File: config.mk
export PLATFORM = sky130hd
export DESIGN_NAME = ucsf_status
export DESIGN_NICKNAME = d
export VERILOG_FILES = /design/src/hdl/ucsf_pkg.sv /design/src/hdl/ucsf_status.sv /design/src/hdl/ucsf_fifo.sv
export SDC_FILE = /design/constraint.sdc
export NUM_CORES = 1
export LEC_CHECK = 0
export ABC_CLOCK_PERIOD_IN_PS = 5900
export BUFFER_PORTS_ARGS = -buffer_cell sky130_fd_sc_hd__buf_2
export CELL_PAD_IN_SITES_DETAIL_PLACEMENT = 1
export CELL_PAD_IN_SITES_GLOBAL_PLACEMENT = 1
export CORE_ASPECT_RATIO = 0.8
export CORE_UTILIZATION = 57
export DETAILED_ROUTE_END_ITERATION = 12
export MAX_ROUTING_LAYER = met4
export PLACE_DENSITY = 0.95
export SYNTH_ARGS = -nofsm -noshare
export SYNTH_HDL_FRONTEND = slang
export SYNTH_SLANG_ARGS = --single-unit
File: constraint.sdc
create_clock -name pclk -period 5.9 [get_ports pclk]
set_clock_uncertainty 0.15 [all_clocks]
set_input_delay 0.59 -clock pclk [delete_from_list [all_inputs] [get_ports pclk]]
set_output_delay 0.59 -clock pclk [all_outputs]
set_load 0.005 [all_outputs]
File: src/hdl/ucsf_pkg.sv
package ucsf_pkg;
    localparam int NUM_CH = 2;
    localparam int ADDR_W = 6;
    localparam int IDX_W  = 4;

    // register indexes, byte address is four times the index
    localparam logic [IDX_W-1:0] IDX_MODE_A   = 4'h0;
    localparam logic [IDX_W-1:0] IDX_STATUS_A = 4'h1;
    localparam logic [IDX_W-1:0] IDX_CMD_A    = 4'h2;
    localparam logic [IDX_W-1:0] IDX_DATA_A   = 4'h3;
    localparam logic [IDX_W-1:0] IDX_STATUS_B = 4'h9;
    localparam logic [IDX_W-1:0] IDX_CH_STEP  = IDX_STATUS_B - IDX_STATUS_A;

    // status bit positions
    localparam int ST_BRK    = 7;
    localparam int ST_FE     = 6;
    localparam int ST_PE     = 5;
    localparam int ST_OVR    = 4;
    localparam int ST_TXEMT  = 3;
    localparam int ST_TXRDY  = 2;
    localparam int ST_RXFULL = 1;
    localparam int ST_RXRDY  = 0;

    // mode register fields
    localparam int MD_PAR_LSB = 0;
    localparam int MD_PAR_ODD = 2;
    localparam int MD_BLOCK   = 3;
    localparam int MD_FIFO16  = 4;
    localparam logic [7:0] MODE_RST = 8'h00;

    // command register fields
    localparam int CMD_RX_EN  = 0;
    localparam int CMD_RX_DIS = 1;
    localparam int CMD_TX_EN  = 2;
    localparam int CMD_TX_DIS = 3;
    localparam int CMD_MISC_LSB = 4;

    localparam int RX_DEPTH_SMALL = 8;
    localparam int RX_DEPTH_LARGE = 16;
    localparam int TX_DEPTH_DEF   = 8;

    typedef enum logic [1:0] {
        PAR_WITH  = 2'b00,
        PAR_FORCE = 2'b01,
        PAR_NONE  = 2'b10,
        PAR_MULTI = 2'b11
    } ucsf_par_t;

    typedef enum logic [3:0] {
        MISC_NOP     = 4'h0,
        MISC_RST_RX  = 4'h2,
        MISC_RST_TX  = 4'h3,
        MISC_RST_ERR = 4'h4
    } ucsf_misc_t;

    typedef enum logic [1:0] {
        TX_OFF   = 2'b00,
        TX_ON    = 2'b01,
        TX_DRAIN = 2'b10
    } ucsf_tx_t;
endpackage

File: src/hdl/ucsf_status.sv
// Overview of operation
// break char sets break flag, one entry
// stop bit not one gives framing error
// parity mismatch flags error when parity enabled
// multidrop puts address/data bit in parity slot
// new start while full and waiting sets overrun
// overrun discards waiting character and its status
// overrun cleared only by error reset command
// enabling from off sets empty and ready
// empty set after last stop, nothing queued
// empty cleared by load, disable or reset
// ready follows free transmit slot
// ready cleared on disable, set on enable while a transmit slot is free
// writes while ready low are dropped
// fifo full set on filling push, cleared on read
// fifo full held when waiting char refills slot
// receiver ready set on push, cleared when emptied
// error bits stored per char, head shown
// character mode drops error bits on read
// block mode accumulates until error or rx reset
// channel b mirrors channel a layout
// status registers are read only
`timescale 1ns/1ps
module ucsf_status #(
    parameter int TX_DEPTH = ucsf_pkg::TX_DEPTH_DEF
) (
    input  wire logic                                 pclk,
    input  wire logic                                 presetn,
    input  wire logic                                 psel,
    input  wire logic                                 penable,
    input  wire logic                                 pwrite,
    input  wire logic [ucsf_pkg::ADDR_W-1:0]          paddr,
    input  wire logic [31:0]                          pwdata,
    output logic      [31:0]                          prdata,
    output logic                                      pready,
    output logic                                      pslverr,
    input  wire logic [ucsf_pkg::NUM_CH-1:0]          rx_start,
    input  wire logic [ucsf_pkg::NUM_CH-1:0]          rx_char_done,
    input  wire logic [ucsf_pkg::NUM_CH-1:0][7:0]     rx_data,
    input  wire logic [ucsf_pkg::NUM_CH-1:0]          rx_break,
    input  wire logic [ucsf_pkg::NUM_CH-1:0]          rx_stop_bit,
    input  wire logic [ucsf_pkg::NUM_CH-1:0]          rx_parity_bit,
    input  wire logic [ucsf_pkg::NUM_CH-1:0]          rx_line_mark,
    input  wire logic [ucsf_pkg::NUM_CH-1:0]          tx_take,
    input  wire logic [ucsf_pkg::NUM_CH-1:0]          tx_last_stop,
    output logic      [ucsf_pkg::NUM_CH-1:0]          tx_char_valid,
    output logic      [ucsf_pkg::NUM_CH-1:0][7:0]     tx_char
);
    import ucsf_pkg::*;

    localparam int TAW = $clog2(TX_DEPTH);
    localparam int RAW = $clog2(RX_DEPTH_LARGE);
    localparam logic [TAW:0] TX_LIMIT = TX_DEPTH[TAW:0];
    localparam logic [RAW:0] RX_LIM_S = RX_DEPTH_SMALL[RAW:0];
    localparam logic [RAW:0] RX_LIM_L = RX_DEPTH_LARGE[RAW:0];

    if (TX_DEPTH < 2 || (TX_DEPTH & (TX_DEPTH - 1)) != 0) begin
        $error("TX_DEPTH must be a power of two of at least two");
    end

    ////////////////////////////////////////////////////////////////////////
    // apb decode

    logic [IDX_W-1:0]       idx;
    logic                   setup, acc, acc_wr, acc_rd, hit;
    logic [NUM_CH-1:0]      sel_mode, sel_stat, sel_cmd, sel_data;
    logic [NUM_CH-1:0][7:0] rd_mode, rd_stat, rd_data;
    logic [31:0]            rd_val, prdata_q;
    logic                   pready_q, pslverr_q;

    assign idx    = paddr[ADDR_W-1:2];
    assign setup  = psel & ~penable;
    assign acc    = psel & penable & pready_q;
    assign acc_wr = acc & pwrite;
    assign acc_rd = acc & ~pwrite;
    always_comb begin
        rd_val = 32'h0000_0000;
        hit    = 1'b0;
        for (int c = 0; c < NUM_CH; c++) begin
            if (sel_mode[c]) begin
                rd_val = {24'h00_0000, rd_mode[c]};
                hit    = 1'b1;
            end else if (sel_stat[c]) begin
                rd_val = {24'h00_0000, rd_stat[c]};
                hit    = 1'b1;
            end else if (sel_cmd[c]) begin
                hit    = 1'b1;
            end else if (sel_data[c]) begin
                rd_val = {24'h00_0000, rd_data[c]};
                hit    = 1'b1;
            end
        end
    end

    always_ff @(posedge pclk or negedge presetn) begin
        if (!presetn) begin
            pready_q  <= 1'b0;
            pslverr_q <= 1'b0;
            prdata_q  <= 32'h0000_0000;
        end else begin
            pready_q  <= setup;
            pslverr_q <= setup & ~hit;
            if (setup) begin
                prdata_q <= pwrite ? 32'h0000_0000 : rd_val;
            end
        end
    end

    assign prdata  = prdata_q;
    assign pready  = pready_q;
    assign pslverr = pslverr_q;
    ////////////////////////////////////////////////////////////////////////
    // per channel status logic

    for (genvar i = 0; i < NUM_CH; i++) begin : g_ch
        localparam logic [IDX_W-1:0] OFS = IDX_W'(i) * IDX_CH_STEP;

        logic [7:0]   mode_q, txc_q, cmd, tx_dout;
        logic [10:0]  wait_q, new_bits, rx_din, rx_dout;
        logic [2:0]   err_acc_q, head_err;
        logic [RAW:0] rx_cnt, rx_lim;
        logic [TAW:0] tx_cnt;
        logic         rx_en_q, ovr_q, brk_hold_q, wait_v_q, ffull_q, rxrdy_q, txrdy_q, txemt_q, txv_q;
        logic         do_cmd, rst_rx, rst_tx, rst_err, pe_bit, ch_ok, cpu_pop, accept, take;
        logic         push_wait, push_new, rx_push, rx_empty, rx_full, overrun, tx_empty;
        ucsf_tx_t     tx_st_q;
        ucsf_misc_t   misc;
        ucsf_par_t    par;

        assign sel_mode[i] = psel & (idx == IDX_MODE_A + OFS);
        assign sel_stat[i] = psel & (idx == IDX_STATUS_A + OFS);
        assign sel_cmd[i]  = psel & (idx == IDX_CMD_A + OFS);
        assign sel_data[i] = psel & (idx == IDX_DATA_A + OFS);
        assign cmd     = pwdata[7:0];
        assign misc    = ucsf_misc_t'(cmd[CMD_MISC_LSB +: 4]);
        assign do_cmd  = acc_wr & sel_cmd[i];
        assign rst_rx  = do_cmd & (misc == MISC_RST_RX);
        assign rst_tx  = do_cmd & (misc == MISC_RST_TX);
        assign rst_err = do_cmd & (misc == MISC_RST_ERR);

        // mode register; status has no write path
        always_ff @(posedge pclk or negedge presetn) begin
            if (!presetn) begin
                mode_q <= MODE_RST;
            end else if (acc_wr & sel_mode[i]) begin
                mode_q <= pwdata[7:0];
            end
        end

        ////////////////////////////////////////////////////////////////////
        // receive side

        assign par = ucsf_par_t'(mode_q[MD_PAR_LSB +: 2]);
        always_comb begin
            case (par)
                PAR_WITH:  pe_bit = (^rx_data[i] ^ rx_parity_bit[i]) != mode_q[MD_PAR_ODD];
                PAR_FORCE: pe_bit = rx_parity_bit[i] != mode_q[MD_PAR_ODD];
                PAR_MULTI: pe_bit = rx_parity_bit[i];
                default:   pe_bit = 1'b0;
            endcase
        end

        // error bits ride with the character
        assign new_bits = {rx_break[i], ~rx_stop_bit[i], pe_bit, rx_data[i]};
        assign ch_ok    = rx_char_done[i] & rx_en_q & ~brk_hold_q;
        assign rx_lim   = mode_q[MD_FIFO16] ? RX_LIM_L : RX_LIM_S;
        assign cpu_pop  = acc_rd & sel_data[i] & ~rx_empty;
        assign push_wait = wait_v_q & (~rx_full | cpu_pop);
        assign push_new  = ch_ok & ~wait_v_q & (~rx_full | cpu_pop);
        assign rx_push   = push_wait | push_new;
        assign rx_din    = push_wait ? wait_q : new_bits;
        assign overrun   = rx_start[i] & rx_full & wait_v_q & ~cpu_pop;
        ucsf_fifo #(
            .WIDTH (11),
            .DEPTH (RX_DEPTH_LARGE)
        ) u_rx_fifo (
            .pclk    (pclk),
            .presetn (presetn),
            .flush   (rst_rx),
            .push    (rx_push),
            .pop     (cpu_pop),
            .din     (rx_din),
            .limit   (rx_lim),
            .dout    (rx_dout),
            .count   (rx_cnt),
            .empty   (rx_empty),
            .full    (rx_full)
        );

        always_ff @(posedge pclk or negedge presetn) begin
            if (!presetn) begin
                rx_en_q <= 1'b0;
            end else if (rst_rx) begin
                rx_en_q <= 1'b0;
            end else if (do_cmd & cmd[CMD_RX_EN]) begin
                rx_en_q <= 1'b1;
            end else if (do_cmd & cmd[CMD_RX_DIS]) begin
                rx_en_q <= 1'b0;
            end
        end

        // character held in the shift register while the fifo is full
        always_ff @(posedge pclk or negedge presetn) begin
            if (!presetn) begin
                wait_v_q <= 1'b0;
                wait_q   <= 11'h000;
            end else if (rst_rx | overrun) begin
                wait_v_q <= 1'b0;
            end else if (ch_ok & ~push_new) begin
                wait_v_q <= 1'b1;
                wait_q   <= new_bits;
            end else if (push_wait) begin
                wait_v_q <= 1'b0;
            end
        end

        always_ff @(posedge pclk or negedge presetn) begin
            if (!presetn) begin
                brk_hold_q <= 1'b0;
            end else if (ch_ok & rx_break[i]) begin
                brk_hold_q <= 1'b1;
            end else if (rst_rx | rx_line_mark[i]) begin
                brk_hold_q <= 1'b0;
            end
        end

        always_ff @(posedge pclk or negedge presetn) begin
            if (!presetn) begin
                ovr_q <= 1'b0;
            end else if (overrun) begin
                ovr_q <= 1'b1;
            end else if (rst_err) begin
                ovr_q <= 1'b0;
            end
        end

        always_ff @(posedge pclk or negedge presetn) begin
            if (!presetn) begin
                err_acc_q <= 3'b000;
            end else if (rx_push) begin
                err_acc_q <= (rst_err ? 3'b000 : err_acc_q) | rx_din[10:8];
            end else if (rst_err | rst_rx) begin
                err_acc_q <= 3'b000;
            end
        end

        always_ff @(posedge pclk or negedge presetn) begin
            if (!presetn) begin
                ffull_q <= 1'b0;
                rxrdy_q <= 1'b0;
            end else if (rst_rx) begin
                ffull_q <= 1'b0;
                rxrdy_q <= 1'b0;
            end else begin
                if (rx_push & ~cpu_pop & (rx_cnt + 1'b1 == rx_lim)) begin
                    ffull_q <= 1'b1;
                end else if (cpu_pop & ~rx_push) begin
                    ffull_q <= 1'b0;
                end
                if (rx_push) begin
                    rxrdy_q <= 1'b1;
                end else if (cpu_pop & (rx_cnt == {{RAW{1'b0}}, 1'b1})) begin
                    rxrdy_q <= 1'b0;
                end
            end
        end

        // head error bits disappear with their character in character mode
        assign head_err = rx_empty ? 3'b000 : rx_dout[10:8];
        assign rd_stat[i] = {mode_q[MD_BLOCK] ? err_acc_q : head_err,
                             ovr_q, txemt_q, txrdy_q, ffull_q, rxrdy_q};
        assign rd_data[i] = rx_empty ? 8'h00 : rx_dout[7:0];
        assign rd_mode[i] = mode_q;
        ////////////////////////////////////////////////////////////////////
        // transmit side

        assign accept = acc_wr & sel_data[i] & txrdy_q;
        assign take   = tx_take[i] & ~tx_empty & (tx_st_q != TX_OFF);
        ucsf_fifo #(
            .WIDTH (8),
            .DEPTH (TX_DEPTH)
        ) u_tx_fifo (
            .pclk    (pclk),
            .presetn (presetn),
            .flush   (rst_tx),
            .push    (accept),
            .pop     (take),
            .din     (pwdata[7:0]),
            .limit   (TX_LIMIT),
            .dout    (tx_dout),
            .count   (tx_cnt),
            .empty   (tx_empty),
            .full    ()
        );

        always_ff @(posedge pclk or negedge presetn) begin
            if (!presetn) begin
                tx_st_q <= TX_OFF;
                txrdy_q <= 1'b0;
                txemt_q <= 1'b0;
            end else if (rst_tx) begin
                tx_st_q <= TX_OFF;
                txrdy_q <= 1'b0;
                txemt_q <= 1'b0;
            end else begin
                case (tx_st_q)
                    TX_OFF: begin
                        if (do_cmd & cmd[CMD_TX_EN]) begin
                            tx_st_q <= TX_ON;
                            txrdy_q <= 1'b1;
                            txemt_q <= 1'b1;
                        end
                    end
                    TX_ON: begin
                        if (do_cmd & cmd[CMD_TX_DIS]) begin
                            txrdy_q <= 1'b0;
                            if (txemt_q) begin
                                tx_st_q <= TX_OFF;
                                txemt_q <= 1'b0;
                            end else begin
                                tx_st_q <= TX_DRAIN;
                            end
                        end else begin
                            if (accept & ~take & (tx_cnt + 1'b1 == TX_LIMIT)) begin
                                txrdy_q <= 1'b0;
                            end else if (take) begin
                                txrdy_q <= 1'b1;
                            end
                            if (accept) begin
                                txemt_q <= 1'b0;
                            end else if (tx_last_stop[i] & tx_empty) begin
                                txemt_q <= 1'b1;
                            end
                        end
                    end
                    TX_DRAIN: begin
                        if (do_cmd & cmd[CMD_TX_EN]) begin
                            tx_st_q <= TX_ON;
                            txrdy_q <= (tx_cnt < TX_LIMIT) | take;
                        end else if (tx_last_stop[i] & tx_empty) begin
                            tx_st_q <= TX_OFF;
                            txemt_q <= 1'b0;
                        end
                    end
                    default: begin
                        tx_st_q <= TX_OFF;
                    end
                endcase
            end
        end

        // presented character; held off one cycle after each take
        always_ff @(posedge pclk or negedge presetn) begin
            if (!presetn) begin
                txv_q <= 1'b0;
                txc_q <= 8'h00;
            end else begin
                txv_q <= ~tx_empty & (tx_st_q != TX_OFF) & ~take & ~rst_tx;
                txc_q <= tx_dout;
            end
        end

        assign tx_char_valid[i] = txv_q;
        assign tx_char[i]       = txc_q;
    end
endmodule

File: src/hdl/ucsf_fifo.sv
`timescale 1ns/1ps
module ucsf_fifo #(
    parameter int WIDTH = 11,
    parameter int DEPTH = 16
) (
    input  wire logic                     pclk,
    input  wire logic                     presetn,
    input  wire logic                     flush,
    input  wire logic                     push,
    input  wire logic                     pop,
    input  wire logic [WIDTH-1:0]         din,
    input  wire logic [$clog2(DEPTH):0]   limit,
    output logic      [WIDTH-1:0]         dout,
    output logic      [$clog2(DEPTH):0]   count,
    output logic                          empty,
    output logic                          full
);
    localparam int AW = $clog2(DEPTH);

    if (DEPTH < 2 || (DEPTH & (DEPTH - 1)) != 0) begin
        $error("fifo depth must be a power of two of at least two");
    end

    logic [WIDTH-1:0] mem [DEPTH];
    logic [AW-1:0]    wr_ptr_q;
    logic [AW-1:0]    rd_ptr_q;
    logic [AW:0]      cnt_q;
    logic             do_push;
    logic             do_pop;

    assign do_pop  = pop & (cnt_q != '0);
    assign do_push = push & ((cnt_q < limit) | do_pop);
    assign dout    = mem[rd_ptr_q];
    assign count   = cnt_q;
    assign empty   = (cnt_q == '0);
    assign full    = (cnt_q >= limit);

    always_ff @(posedge pclk) begin
        if (do_push) begin
            mem[wr_ptr_q] <= din;
        end
    end

    always_ff @(posedge pclk or negedge presetn) begin
        if (!presetn) begin
            wr_ptr_q <= '0;
            rd_ptr_q <= '0;
            cnt_q    <= '0;
        end else if (flush) begin
            wr_ptr_q <= '0;
            rd_ptr_q <= '0;
            cnt_q    <= '0;
        end else begin
            if (do_push) begin
                wr_ptr_q <= wr_ptr_q + 1'b1;
            end
            if (do_pop) begin
                rd_ptr_q <= rd_ptr_q + 1'b1;
            end
            if (do_push & ~do_pop) begin
                cnt_q <= cnt_q + 1'b1;
            end else if (do_pop & ~do_push) begin
                cnt_q <= cnt_q - 1'b1;
            end
        end
    end
endmodule

# Word level (Yosys, flattened, before mapping)
# Memories as Yosys holds them, arrays and structs flattened. A register that Yosys moved wholly into a read port is not among the register bits.
# Index checks and enable logic that the tools add are counted.
[totals]
regBits = 146
latchBits = 0
mem_bits_rw = 480
rom_bits = 0
input_bits = 75
output_inout_bits = 52
wordCells = 466
n_memories = 4
[classes]
addsub = 16
mul = 0
n_div = 0
magnitude_cmp = 6
eq_ne = 44
shifts = 0
n_mux = 145
bitwise_logic = 155
n_reduce_logical = 55
[memory_table]
columns = ["memory", "depth", "width", "rd", "rd_clocked_by_memory_dff", "wr", "line_no", "source"]
rows = [
  ["g_ch[0].u_rx_fifo.mem", 16, 11, 1, 0, 1, "ucsf_fifo.sv:24", "logic [WIDTH-1:0] mem [DEPTH];"],
  ["g_ch[1].u_rx_fifo.mem", 16, 11, 1, 0, 1, "ucsf_fifo.sv:24", ""],
  ["g_ch[0].u_tx_fifo.mem", 8, 8, 1, 1, 1, "ucsf_fifo.sv:24", ""],
  ["g_ch[1].u_tx_fifo.mem", 8, 8, 1, 1, 1, "ucsf_fifo.sv:24", ""],
]
[op_table]
columns = ["cell", "n"]
rows = [
  ["32-bit 2-to-1 mux", 8],
  ["1-bit bitwise AND", 100],
  ["1-bit 2-to-1 mux", 72],
  ["4-bit 2-to-1 mux", 14],
  ["3-bit 2-to-1 mux", 18],
  ["5-bit 2-to-1 mux", 8],
  ["3-bit nonzero test", 12],
  ["1-bit NOT", 35],
  ["2-bit nonzero test", 16],
  ["3-bit inequality test (second input constant)", 10],
  ["4-bit by 1-bit adder with 4-bit output (second input constant)", 6],
  ["4-bit equality test (second input constant)", 6],
  ["2-bit 2-to-1 mux", 12],
  ["8-bit 2-to-1 mux", 3],
  ["11-bit 2-to-1 mux", 2],
  ["5-bit inequality test (second input constant)", 4],
  ["1-bit case mux with 3 select lines", 6],
  ["4-bit by 2-bit equality test with 1-bit output (second input constant)", 4],
  ["1-bit OR", 16],
  ["4-bit nonzero test", 4],
  ["8-bit XOR reduction", 2],
  ["3-bit by 1-bit adder with 3-bit output (second input constant)", 4],
  ["4-bit logical NOT", 3],
  ["2-bit case mux with 3 select lines", 2],
  ["other kinds (24)", 54],
]

# Logic depth before layout (Yosys ltp)
# Gate-level depths: netlist of the first run.
[logic_depth]
word_depth = 14
ltp_mapped = 10
mapped_depth_nobuf = 8

# Modules after synthesis
# From an unflattened synthesis of the first run, not the netlist that was laid out.
[unflattened]
hier_cells = 1643
hier_area_um2 = 27053.4
[modules_own_cells]
columns = ["mod", "instances", "cells_each", "area_each_um2", "seq_area_each_um2"]
rows = [
  ["ucsf_fifo (g_ch[0].u_rx_fifo)", 1, 374, 7678.6, 5610.4],
  ["ucsf_fifo (g_ch[1].u_rx_fifo)", 1, 371, 7677.4, 5610.4],
  ["ucsf_status", 1, 538, 5312.6, 2302.2],
  ["ucsf_fifo (g_ch[0].u_tx_fifo)", 1, 180, 3196.8, 2172.1],
  ["ucsf_fifo (g_ch[1].u_tx_fifo)", 1, 180, 3188.1, 2172.1],
]

# Worst setup path after synthesis of the first run
# Ideal clock, no wire load.
[synth_path]
path_kind = "input port to flip-flop"
startpoint = "input port pwrite"
endpoint = "memory g_ch[0].u_rx_fifo.mem[0][0] (enable)"
setup_time_ns = 0.393
arrival_time_ns = 2.919
required_time_ns = 5.357
setup_slack_ns = 2.438
cell_stages = 9
path_buffers = 3
path_cell_list = "buf_6 nand4b_4 or4_4 buf_6 o21ai_2 and2_1 buf_2 nand2_1 nor3_1"
[synth_via]
elab_chain_cells = 10
elab_cells_between_ends = 13
cone_classes = "2 x mux; 11 x bitwise"
[synth_rtl]
columns = ["item", "line_no", "source"]
rows = [
  ["start: declaration", "ucsf_status.sv:31", "input wire logic pwrite,"],
  ["1-bit NOT (*)", "ucsf_status.sv:75", "assign acc_rd = acc & ~pwrite;"],
  ["1-bit bitwise AND (*)", "ucsf_status.sv:75", ""],
  ["1-bit bitwise AND (*) (2 in series)", "ucsf_status.sv:167", "assign cpu_pop = acc_rd & sel_data[i] & ~rx_empty;"],
  ["1-bit OR", "ucsf_status.sv:168, ucsf_status.sv:169", ""],
  ["1-bit bitwise AND (on tied branches)", "ucsf_status.sv:168, ucsf_status.sv:169", ""],
  ["1-bit OR", "ucsf_status.sv:170", "assign rx_push = push_wait | push_new;"],
  ["1-bit bitwise AND (*)", "ucsf_fifo.sv:32", "assign do_push = push & ((cnt_q < limit) | do_pop);"],
  ["1-bit 2-to-1 mux (*)", "ucsf_fifo.sv:39", "if (do_push) begin"],
  ["1-bit 2-to-1 mux (not written as such) (*)", "ucsf_fifo.sv:40", "mem[wr_ptr_q] <= din;"],
  ["end: declaration", "ucsf_fifo.sv:24", ""],
]
# Every way passes the cells marked *; elsewhere a longest branch is shown, timed or not.

# Final worst setup path of the first run
[layout_path]
startpoint = "register g_ch[0].u_rx_fifo.cnt_q[0]"
endpoint = "memory g_ch[0].u_rx_fifo.mem[13][5] (enable)"
[layout_via]
elab_chain_cells = 9
elab_cells_between_ends = 16
cone_classes = "2 x order compare; 2 x mux; 10 x bitwise; 2 x reduce/logical"
[layout_rtl]
columns = ["item", "line_no", "source"]
rows = [
  ["start: declaration", "ucsf_fifo.sv:27", "logic [AW:0] cnt_q;"],
  ["start signal: assignment", "ucsf_fifo.sv:61", "cnt_q <= cnt_q + 1'b1;"],
  ["start signal: assignment", "ucsf_fifo.sv:63", "cnt_q <= cnt_q - 1'b1;"],
  ["branches (longest 6 deep; another with 5-bit >= comparator)", "n/a", ""],
  ["1-bit bitwise AND (*)", "ucsf_fifo.sv:32", ""],
  ["1-bit 2-to-1 mux (*)", "ucsf_fifo.sv:39", ""],
  ["1-bit 2-to-1 mux (not written as such) (*)", "ucsf_fifo.sv:40", ""],
]
# Mark *: on every way between the ends.

==> reports/results.tsv, run 1 <==
metric	value	unit
Crit path max-delay family	simple AND/OR/NAND/NOR gates	
Arr. time, crit path	4400	ps
Leak Pwr	10.4	nW
cts bufs inserted	58	
Clock Latency Late Sink	670	ps
setup violators final	0	
Mapped Cells	1643	
Total Die Area	47900	um2
Worst path slowest cell	nor2_1	
Synth-to-Final Area Change	10.8	%
Worst VDD drop	362	uV
Post-DP Area	27600	um2
first-pass GRT wire length	123000	um
CP required	5980	ps
syn avg cell area	16.3	um2
HPWL after DPL	47600	um
run status	finished, final reports clean	
worst setup margin	1570	ps
R2R Setup Slk	1570	ps
Post-synth top flop	edfxtp_1	
endpoint type of the worst setup path	register	
TritonCTS clock tree	built	
initial antenna violation count	8	
Synth Register Bits	618	
Starting DRT DRC Count	2207	
Clock Tree Buf Depth	3	
Via density	7.12	
crit path max fanout	15	
DRT antenna net count	0	
worst setup path class	reg -> reg	
Rows	70	
Avg WL per Cell	35.1	um
Setup crit start kind	register	
Die W	244	um
vias in the first global route	18141	
CTS sink cnt	618	
Final period util	73.3	%
clock root buffer master	clkbuf_16	
I/O Pins	127	
DR DRC count	0	
Seq/Total Area, Yosys	66.6	%
mapped cell area	26800	um2
post-synth cell types	86	
H-tree lvl count	2	
fmax	0.231	GHz
Final TNS setup	0	ps
I/O Buffers	76	
most common cell after layout, fill and taps aside	edfxtp_1	
layout cells sized above 1	24.1	%
post-route cell area	29700	um2
Yosys warnings	0	
Gates resized, CTS repair	0	
WP buf/inv	1	
largest stage delay on the critical path	1050	ps
worst hold path type	in -> reg	
largest net degree at the start of global routing	92	
EDFF count, synth	480	
Slew @ Worst Pin	1440	ps
dpl ws	1500	ps
final wirelength	84000	um
min cycle time layout	4330	ps
pwr/cell area	380	nW/um2
Max-Cap Viols	0	
Final Hold Fails	0	
gpl congestion	0.859	
max-slew violation count	0	
All-Layer GR Usage	36.8	%
critical path cell sequence	inv_1, ha_1, nor4b_2, or4_4, o21ai_2, and2_1, nand2_1, nor2_1	
core outline area	46100	um2
most frequent cells in the layout	edfxtp_1 (480), dfrtp_1 (134), mux4_2 (130)	
Clock Pin Slew Worst Setup and Hold Paths	70	ps
unrepaired setup endpoints after global routing	no	
async set-reset flop share out of synthesis	22.3	%
Pre-Repair DR Iteration Count	6	
grt ovf	0	
Rel. slew slack	2.37	%
Die Y	196	um
final net count	1836	
vias after detailed routing	17017	
Starting Density	58.2	%
metrics by stage:
step	hold WS, ps	utilization (%)	power, mW	cells
floorplan	144	-	6.43	1666
global placement	309	60.0	6.81	2269
detailed placement	329	60.0	7.04	2269
CTS	15.1	64.4	11.2	2381
global route	29.9	64.5	11.5	2388
finish	31.6	64.5	11.3	2390
synthesized netlist by cell type (5+ instances only):
cell type    n  area (um2)
o21ai_0     42         210
mux2_4       6        90.1
xnor2_1     31         272
a21oi_1     60         300
and4_1       5        43.8
a21boi_0     7        52.6
a22oi_1      7        52.6
buf_1       12        45.0
mux2_2      66         743
a211oi_1     8        60.1
nor2_1      89         334
mux4_2     130        2930
mux2i_1     30         300
dfrtp_1    138        3450
and2_1      16         100
nand3_1     22         110
o31a_1       5        43.8
nand4_1     11        68.8
edfxtp_1   480       14400
a31oi_1      9        56.3
or3_1        9        56.3
buf_4       28         210
xor2_1      18         158
nand2_1     98         368
nand2b_1    17         106
nor4_1       6        37.5
o22ai_1      5        31.3
inv_1       37         139
ha_1        42         526
o211ai_1     8        60.1
nand3b_1     6        45.0
nor3b_1      7        52.6
and3_1      11        68.8
buf_2       19        95.1
clkbuf_1    35         131
nor3_1      29         145
nor2b_1      5        31.3
final timing paths:
kind / from / end / cells past startpoint
setup / recovery: g_ch[0].u_rx_fifo.count[0]$_DFFE_PN0P_ / g_ch[0].u_rx_fifo.mem[13][5]$_DFFE_PP_ / 8
hold / removal: tx_take[1] / g_ch[1].txv_q$_DFF_PN0_ / 2
setup reg to reg: g_ch[0].u_rx_fifo.count[0]$_DFFE_PN0P_ / g_ch[0].u_rx_fifo.mem[13][5]$_DFFE_PP_ / 8
hold reg to reg: g_ch[0].wait_q[6]$_DFFE_PN0P_ / g_ch[0].wait_q[6]$_DFFE_PN0P_ / 1
max in group asynchronous: presetn / g_ch[1].u_rx_fifo.rd_ptr_q[0]$_DFFE_PN0P_ / 3
min in group asynchronous: presetn / g_ch[1].txc_q[4]$_DFF_PN0_ / 2
worst register-to-register path: stages, from the launching register on:
cell	delay, ps
dfrtp_1	520
inv_1	170
ha_1	260
nor4b_2	210
or4_4	650
o21ai_2	260
and2_1	430
nand2_1	190
nor2_1	1050
layer usage:
metal  track usage (%)  vias to the layer above  part of all wire, %
li1                  -                     6513                    -
met1              44.4                     8726                   35
met2              59.2                     1359                   49
met3              7.62                      419                  9.8
met4              18.6                        0                  6.3
met5                 -                        -                    0
flip-flops by register name, summed over array words and instances (netlist names), 10 cells and up:
signal,cells
g_ch.u_rx_fifo.mem,352
g_ch.u_tx_fifo.mem,128
g_ch.u_rx_fifo.count,10
g_ch.txc_q,16
g_ch.wait_q,22
g_ch.mode_q,16
cell type report:
| type | count | area (um2) |
|---|---|---|
| Inverter | 37 | 139 |
| Sequential cell | 618 | 17900 |
| Tap cell | 612 | 766 |
| Multi-Input combinational cell | 913 | 8400 |
| Timing Repair Buffer | 91 | 504 |
| Clock inverter | 44 | 502 |
| Clock buffer | 66 | 1510 |
| Antenna cell | 9 | 22.5 |
| Fill cell | 4043 | 16400 |
power breakdown:
part	switching [mW]	leakage (nW)	internal, mW
sequential	0.424	6.09	4.94
clock	1.80	0.977	2.29
combinational	1.06	3.30	0.782
cells by family after synthesis:
logic type	share of synthesized area, %
flip-flops	66.6
AND/OR/NAND/NOR	7.21
multiplexers	15.3
AO/OA/AOI/OAI	4.78
buffers and inverters	2.48
XOR/XNOR	1.60
adder cells (fa/ha/maj)	1.96
other	0.0140
timing repair:
| item | CTS | global route |
|---|---|---|
| endpoints found under the hold margin | 84 | 0 |
| hold buffers | 2 | 0 |
| buffers inserted | 0 | 0 |
No activity file was read; power rests on OpenSTA's default activity.
==> run 2: changes to the inputs <==
--- a/config.mk
+++ b/config.mk
@@ -5,15 +5,15 @@
 export SDC_FILE = /design/constraint.sdc
 export NUM_CORES = 1
 export LEC_CHECK = 0
-export ABC_CLOCK_PERIOD_IN_PS = 5900
+export ABC_CLOCK_PERIOD_IN_PS = 4250
 export BUFFER_PORTS_ARGS = -buffer_cell sky130_fd_sc_hd__buf_2
 export CELL_PAD_IN_SITES_DETAIL_PLACEMENT = 1
 export CELL_PAD_IN_SITES_GLOBAL_PLACEMENT = 1
 export CORE_ASPECT_RATIO = 0.8
-export CORE_UTILIZATION = 57
+export CORE_UTILIZATION = 53
 export DETAILED_ROUTE_END_ITERATION = 12
 export MAX_ROUTING_LAYER = met4
-export PLACE_DENSITY = 0.95
+export PLACE_DENSITY = 0.91
 export SYNTH_ARGS = -nofsm -noshare
 export SYNTH_HDL_FRONTEND = slang
 export SYNTH_SLANG_ARGS = --single-unit
==> constraint.sdc (replaced) <==
create_clock -name pclk -period 4.25 [get_ports pclk]
set_clock_uncertainty 0.15 [all_clocks]
set_input_delay 0.425 -clock pclk [delete_from_list [all_inputs] [get_ports pclk]]
set_output_delay 0.425 -clock pclk [all_outputs]
set_load 0.005 [all_outputs]
==> run 2 against run 1 <==
  * Critical path depth unchanged
  * Hold slack got worse by 2.9 ps
  * Core utilization decreased by 3.4 points
  * Sequential share of layout area decreased by 1.3 points
==> reports/results.tsv, run 2 (same netlist as run 1, synthesis figures left out) <==
metric	value	unit
Post-CTS Hold Buffers	28	
Starting Density	53.9	%
Slew @ Worst Pin	1320	ps
setup violators final	0	
max-slew violation count	0	
cts bufs inserted	58	
final net count	1897	
Clock Pin Slew Worst Setup and Hold Paths	70	ps
vias after detailed routing	16463	
Worst VDD drop	354	uV
HPWL after DPL	46700	um
largest net degree at the start of global routing	86	
first-pass GRT wire length	116000	um
Sw Pwr	4.30	mW
worst setup path class	reg -> reg	
WP buf/inv	1	
combinational share of power	15.6	%
Crit path max-delay family	compound AO/OA/AOI/OAI gates	
Leak Pwr	10.7	nW
largest stage delay on the critical path	1060	ps
Seq pwr share	47.6	%
layout cells sized above 1	24.8	%
core outline area	49800	um2
critical path cell sequence	inv_1, ha_1, nor4b_2, or4_4, o21ai_2, and2_2, o21ai_1, a221o_1	
gpl congestion	0.882	
Clock Tree Buf Depth	3	
I/O Pins	127	
DR DRC count	0	
min cycle time layout	3930	ps
Final period util	92.5	%
setup bufs post-CTS	0	
CTS sink cnt	618	
Starting DRT DRC Count	1915	
crit path max fanout	17	
TritonCTS clock tree	built	
Rel. slew slack	11.6	%
H-tree lvl count	2	
Die Y	203	um
unrepaired setup endpoints after global routing	no	
initial antenna violation count	5	
Total Die Area	51500	um2
Synth-to-Final Area Change	13.3	%
fill cell count	4461	
All-Layer GR Usage	31.9	%
clock root buffer master	clkbuf_16	
Final Hold Fails	0	
endpoint type of the worst setup path	register	
Max-Cap Viols	0	
Clock Latency Late Sink	660	ps
most common cell after layout, fill and taps aside	edfxtp_1	
Arr. time, crit path	4370	ps
Largest Register	g_ch.u_rx_fifo.mem	
most frequent cells in the layout	edfxtp_1 (480), dfrtp_1 (134), mux4_2 (130)	
run status	finished, final reports clean	
DRT antenna net count	0	
Worst path slowest cell	o21ai_1	
fmax	0.254	GHz
Via density	6.55	
I/O Buffers	76	
Rows	73	
Avg WL per Cell	31.1	um
Setup crit start kind	register	
grt ovf	0	
worst hold path type	in -> reg	
pwr/cell area	513	nW/um2
number of flip-flops under the largest register name	352	
Die W	253	um
Largest regs	g_ch.u_rx_fifo.mem: 352 flops, g_ch.u_tx_fifo.mem: 128 flops, g_ch.wait_q: 22 flops	
Gates resized, CTS repair	0	
CP required	4690	ps
Final TNS setup	0	ps
Pre-Repair DR Iteration Count	7	
switching fraction of total power	27.6	%
clock power share	36.7	%
vias in the first global route	17652	
Int Pwr	11.3	mW
final wirelength	78000	um
Post-DP Area	28000	um2
post-route cell area	30400	um2
-- run 2: cell count changes in the layout (fill, tap and decap cells not counted), sizes merged --
cell         delta
buf            +35
clkinv          -8
dlygate4sd3    +26
clkinvlp        -7
diode           -2
clkbuf         +15
-- run 2: power by group through the flow --
stage | Combinational [mW] | Clock, mW | Sequential, mW
floorplan | 1.76 | 0 | 7.17
global placement | 2.02 | 0 | 7.46
detailed placement | 2.25 | 0 | 7.51
CTS | 2.40 | 5.78 | 7.41
global route | 2.58 | 5.95 | 7.46
finish | 2.44 | 5.72 | 7.42
-- run 2: metal layers --
metal  track usage, %  routed length [um]  vias to the layer above
met3             4.84                5810                      252
met4             13.0                3120                        0
met5                -                   0                        -
li1                 -                   -                     6641
met2             52.8               39900                      930
met1             39.5               29200                     8640
-- run 2: worst register-to-register path: stages, from the launching register on --
cell     delay [ps]
dfrtp_1         470
inv_1           190
ha_1            210
nor4b_2         480
or4_4           360
o21ai_2         180
and2_2          410
o21ai_1        1060
a221o_1         360
-- run 2: through the flow --
| stage | power [mW] | setup WS, ps | std cells | hold slack (ps) | utilization, % |
|---|---|---|---|---|---|
| 2_1_floorplan | 8.93 | 859 | 1666 | -20.6 | - |
| 3_3_place_gp | 9.48 | 703 | 2367 | 310 | 56.3 |
| 3_5_place_dp | 9.76 | 483 | 2367 | 319 | 56.3 |
| 4_1_cts | 15.6 | 407 | 2505 | 7.90 | 61.0 |
| 5_1_grt | 16.0 | 218 | 2509 | 47.6 | 61.0 |
| 6_report | 15.6 | 319 | 2512 | 28.7 | 61.1 |
-- run 2: cell type report --
class                   instances  area, um2  area share, %
repair buffers                152       1050           3.46
well taps                     675        845           2.78
clock buffers                  81       1640           5.40
diodes                          7       17.5         0.0576
multi-input cells             913       8380           27.6
clock inverters                29        449           1.48
inverters                      37        139          0.457
flip-flops and latches        618      17900           58.8
-- run 2: final timing paths --
check,slack [ps],depth (start not counted),endpoint,from
worst max-delay path,320,8,g_ch[0].err_acc_q[1]$_DFFE_PN0P_,g_ch[0].u_rx_fifo.count[1]$_DFFE_PN0P_
worst min-delay path,30,4,g_ch[0].wait_v_q$_DFFE_PN0P_,rx_start[0]
worst max register to register,320,8,g_ch[0].err_acc_q[1]$_DFFE_PN0P_,g_ch[0].u_rx_fifo.count[1]$_DFFE_PN0P_
worst min register to register,350,2,g_ch[0].wait_q[9]$_DFFE_PN0P_,g_ch[0].wait_q[9]$_DFFE_PN0P_
max in group asynchronous,2680,3,g_ch[1].u_rx_fifo.rd_ptr_q[1]$_DFFE_PN0P_,presetn
min in group asynchronous,270,2,g_ch[1].txc_q[2]$_DFF_PN0_,presetn
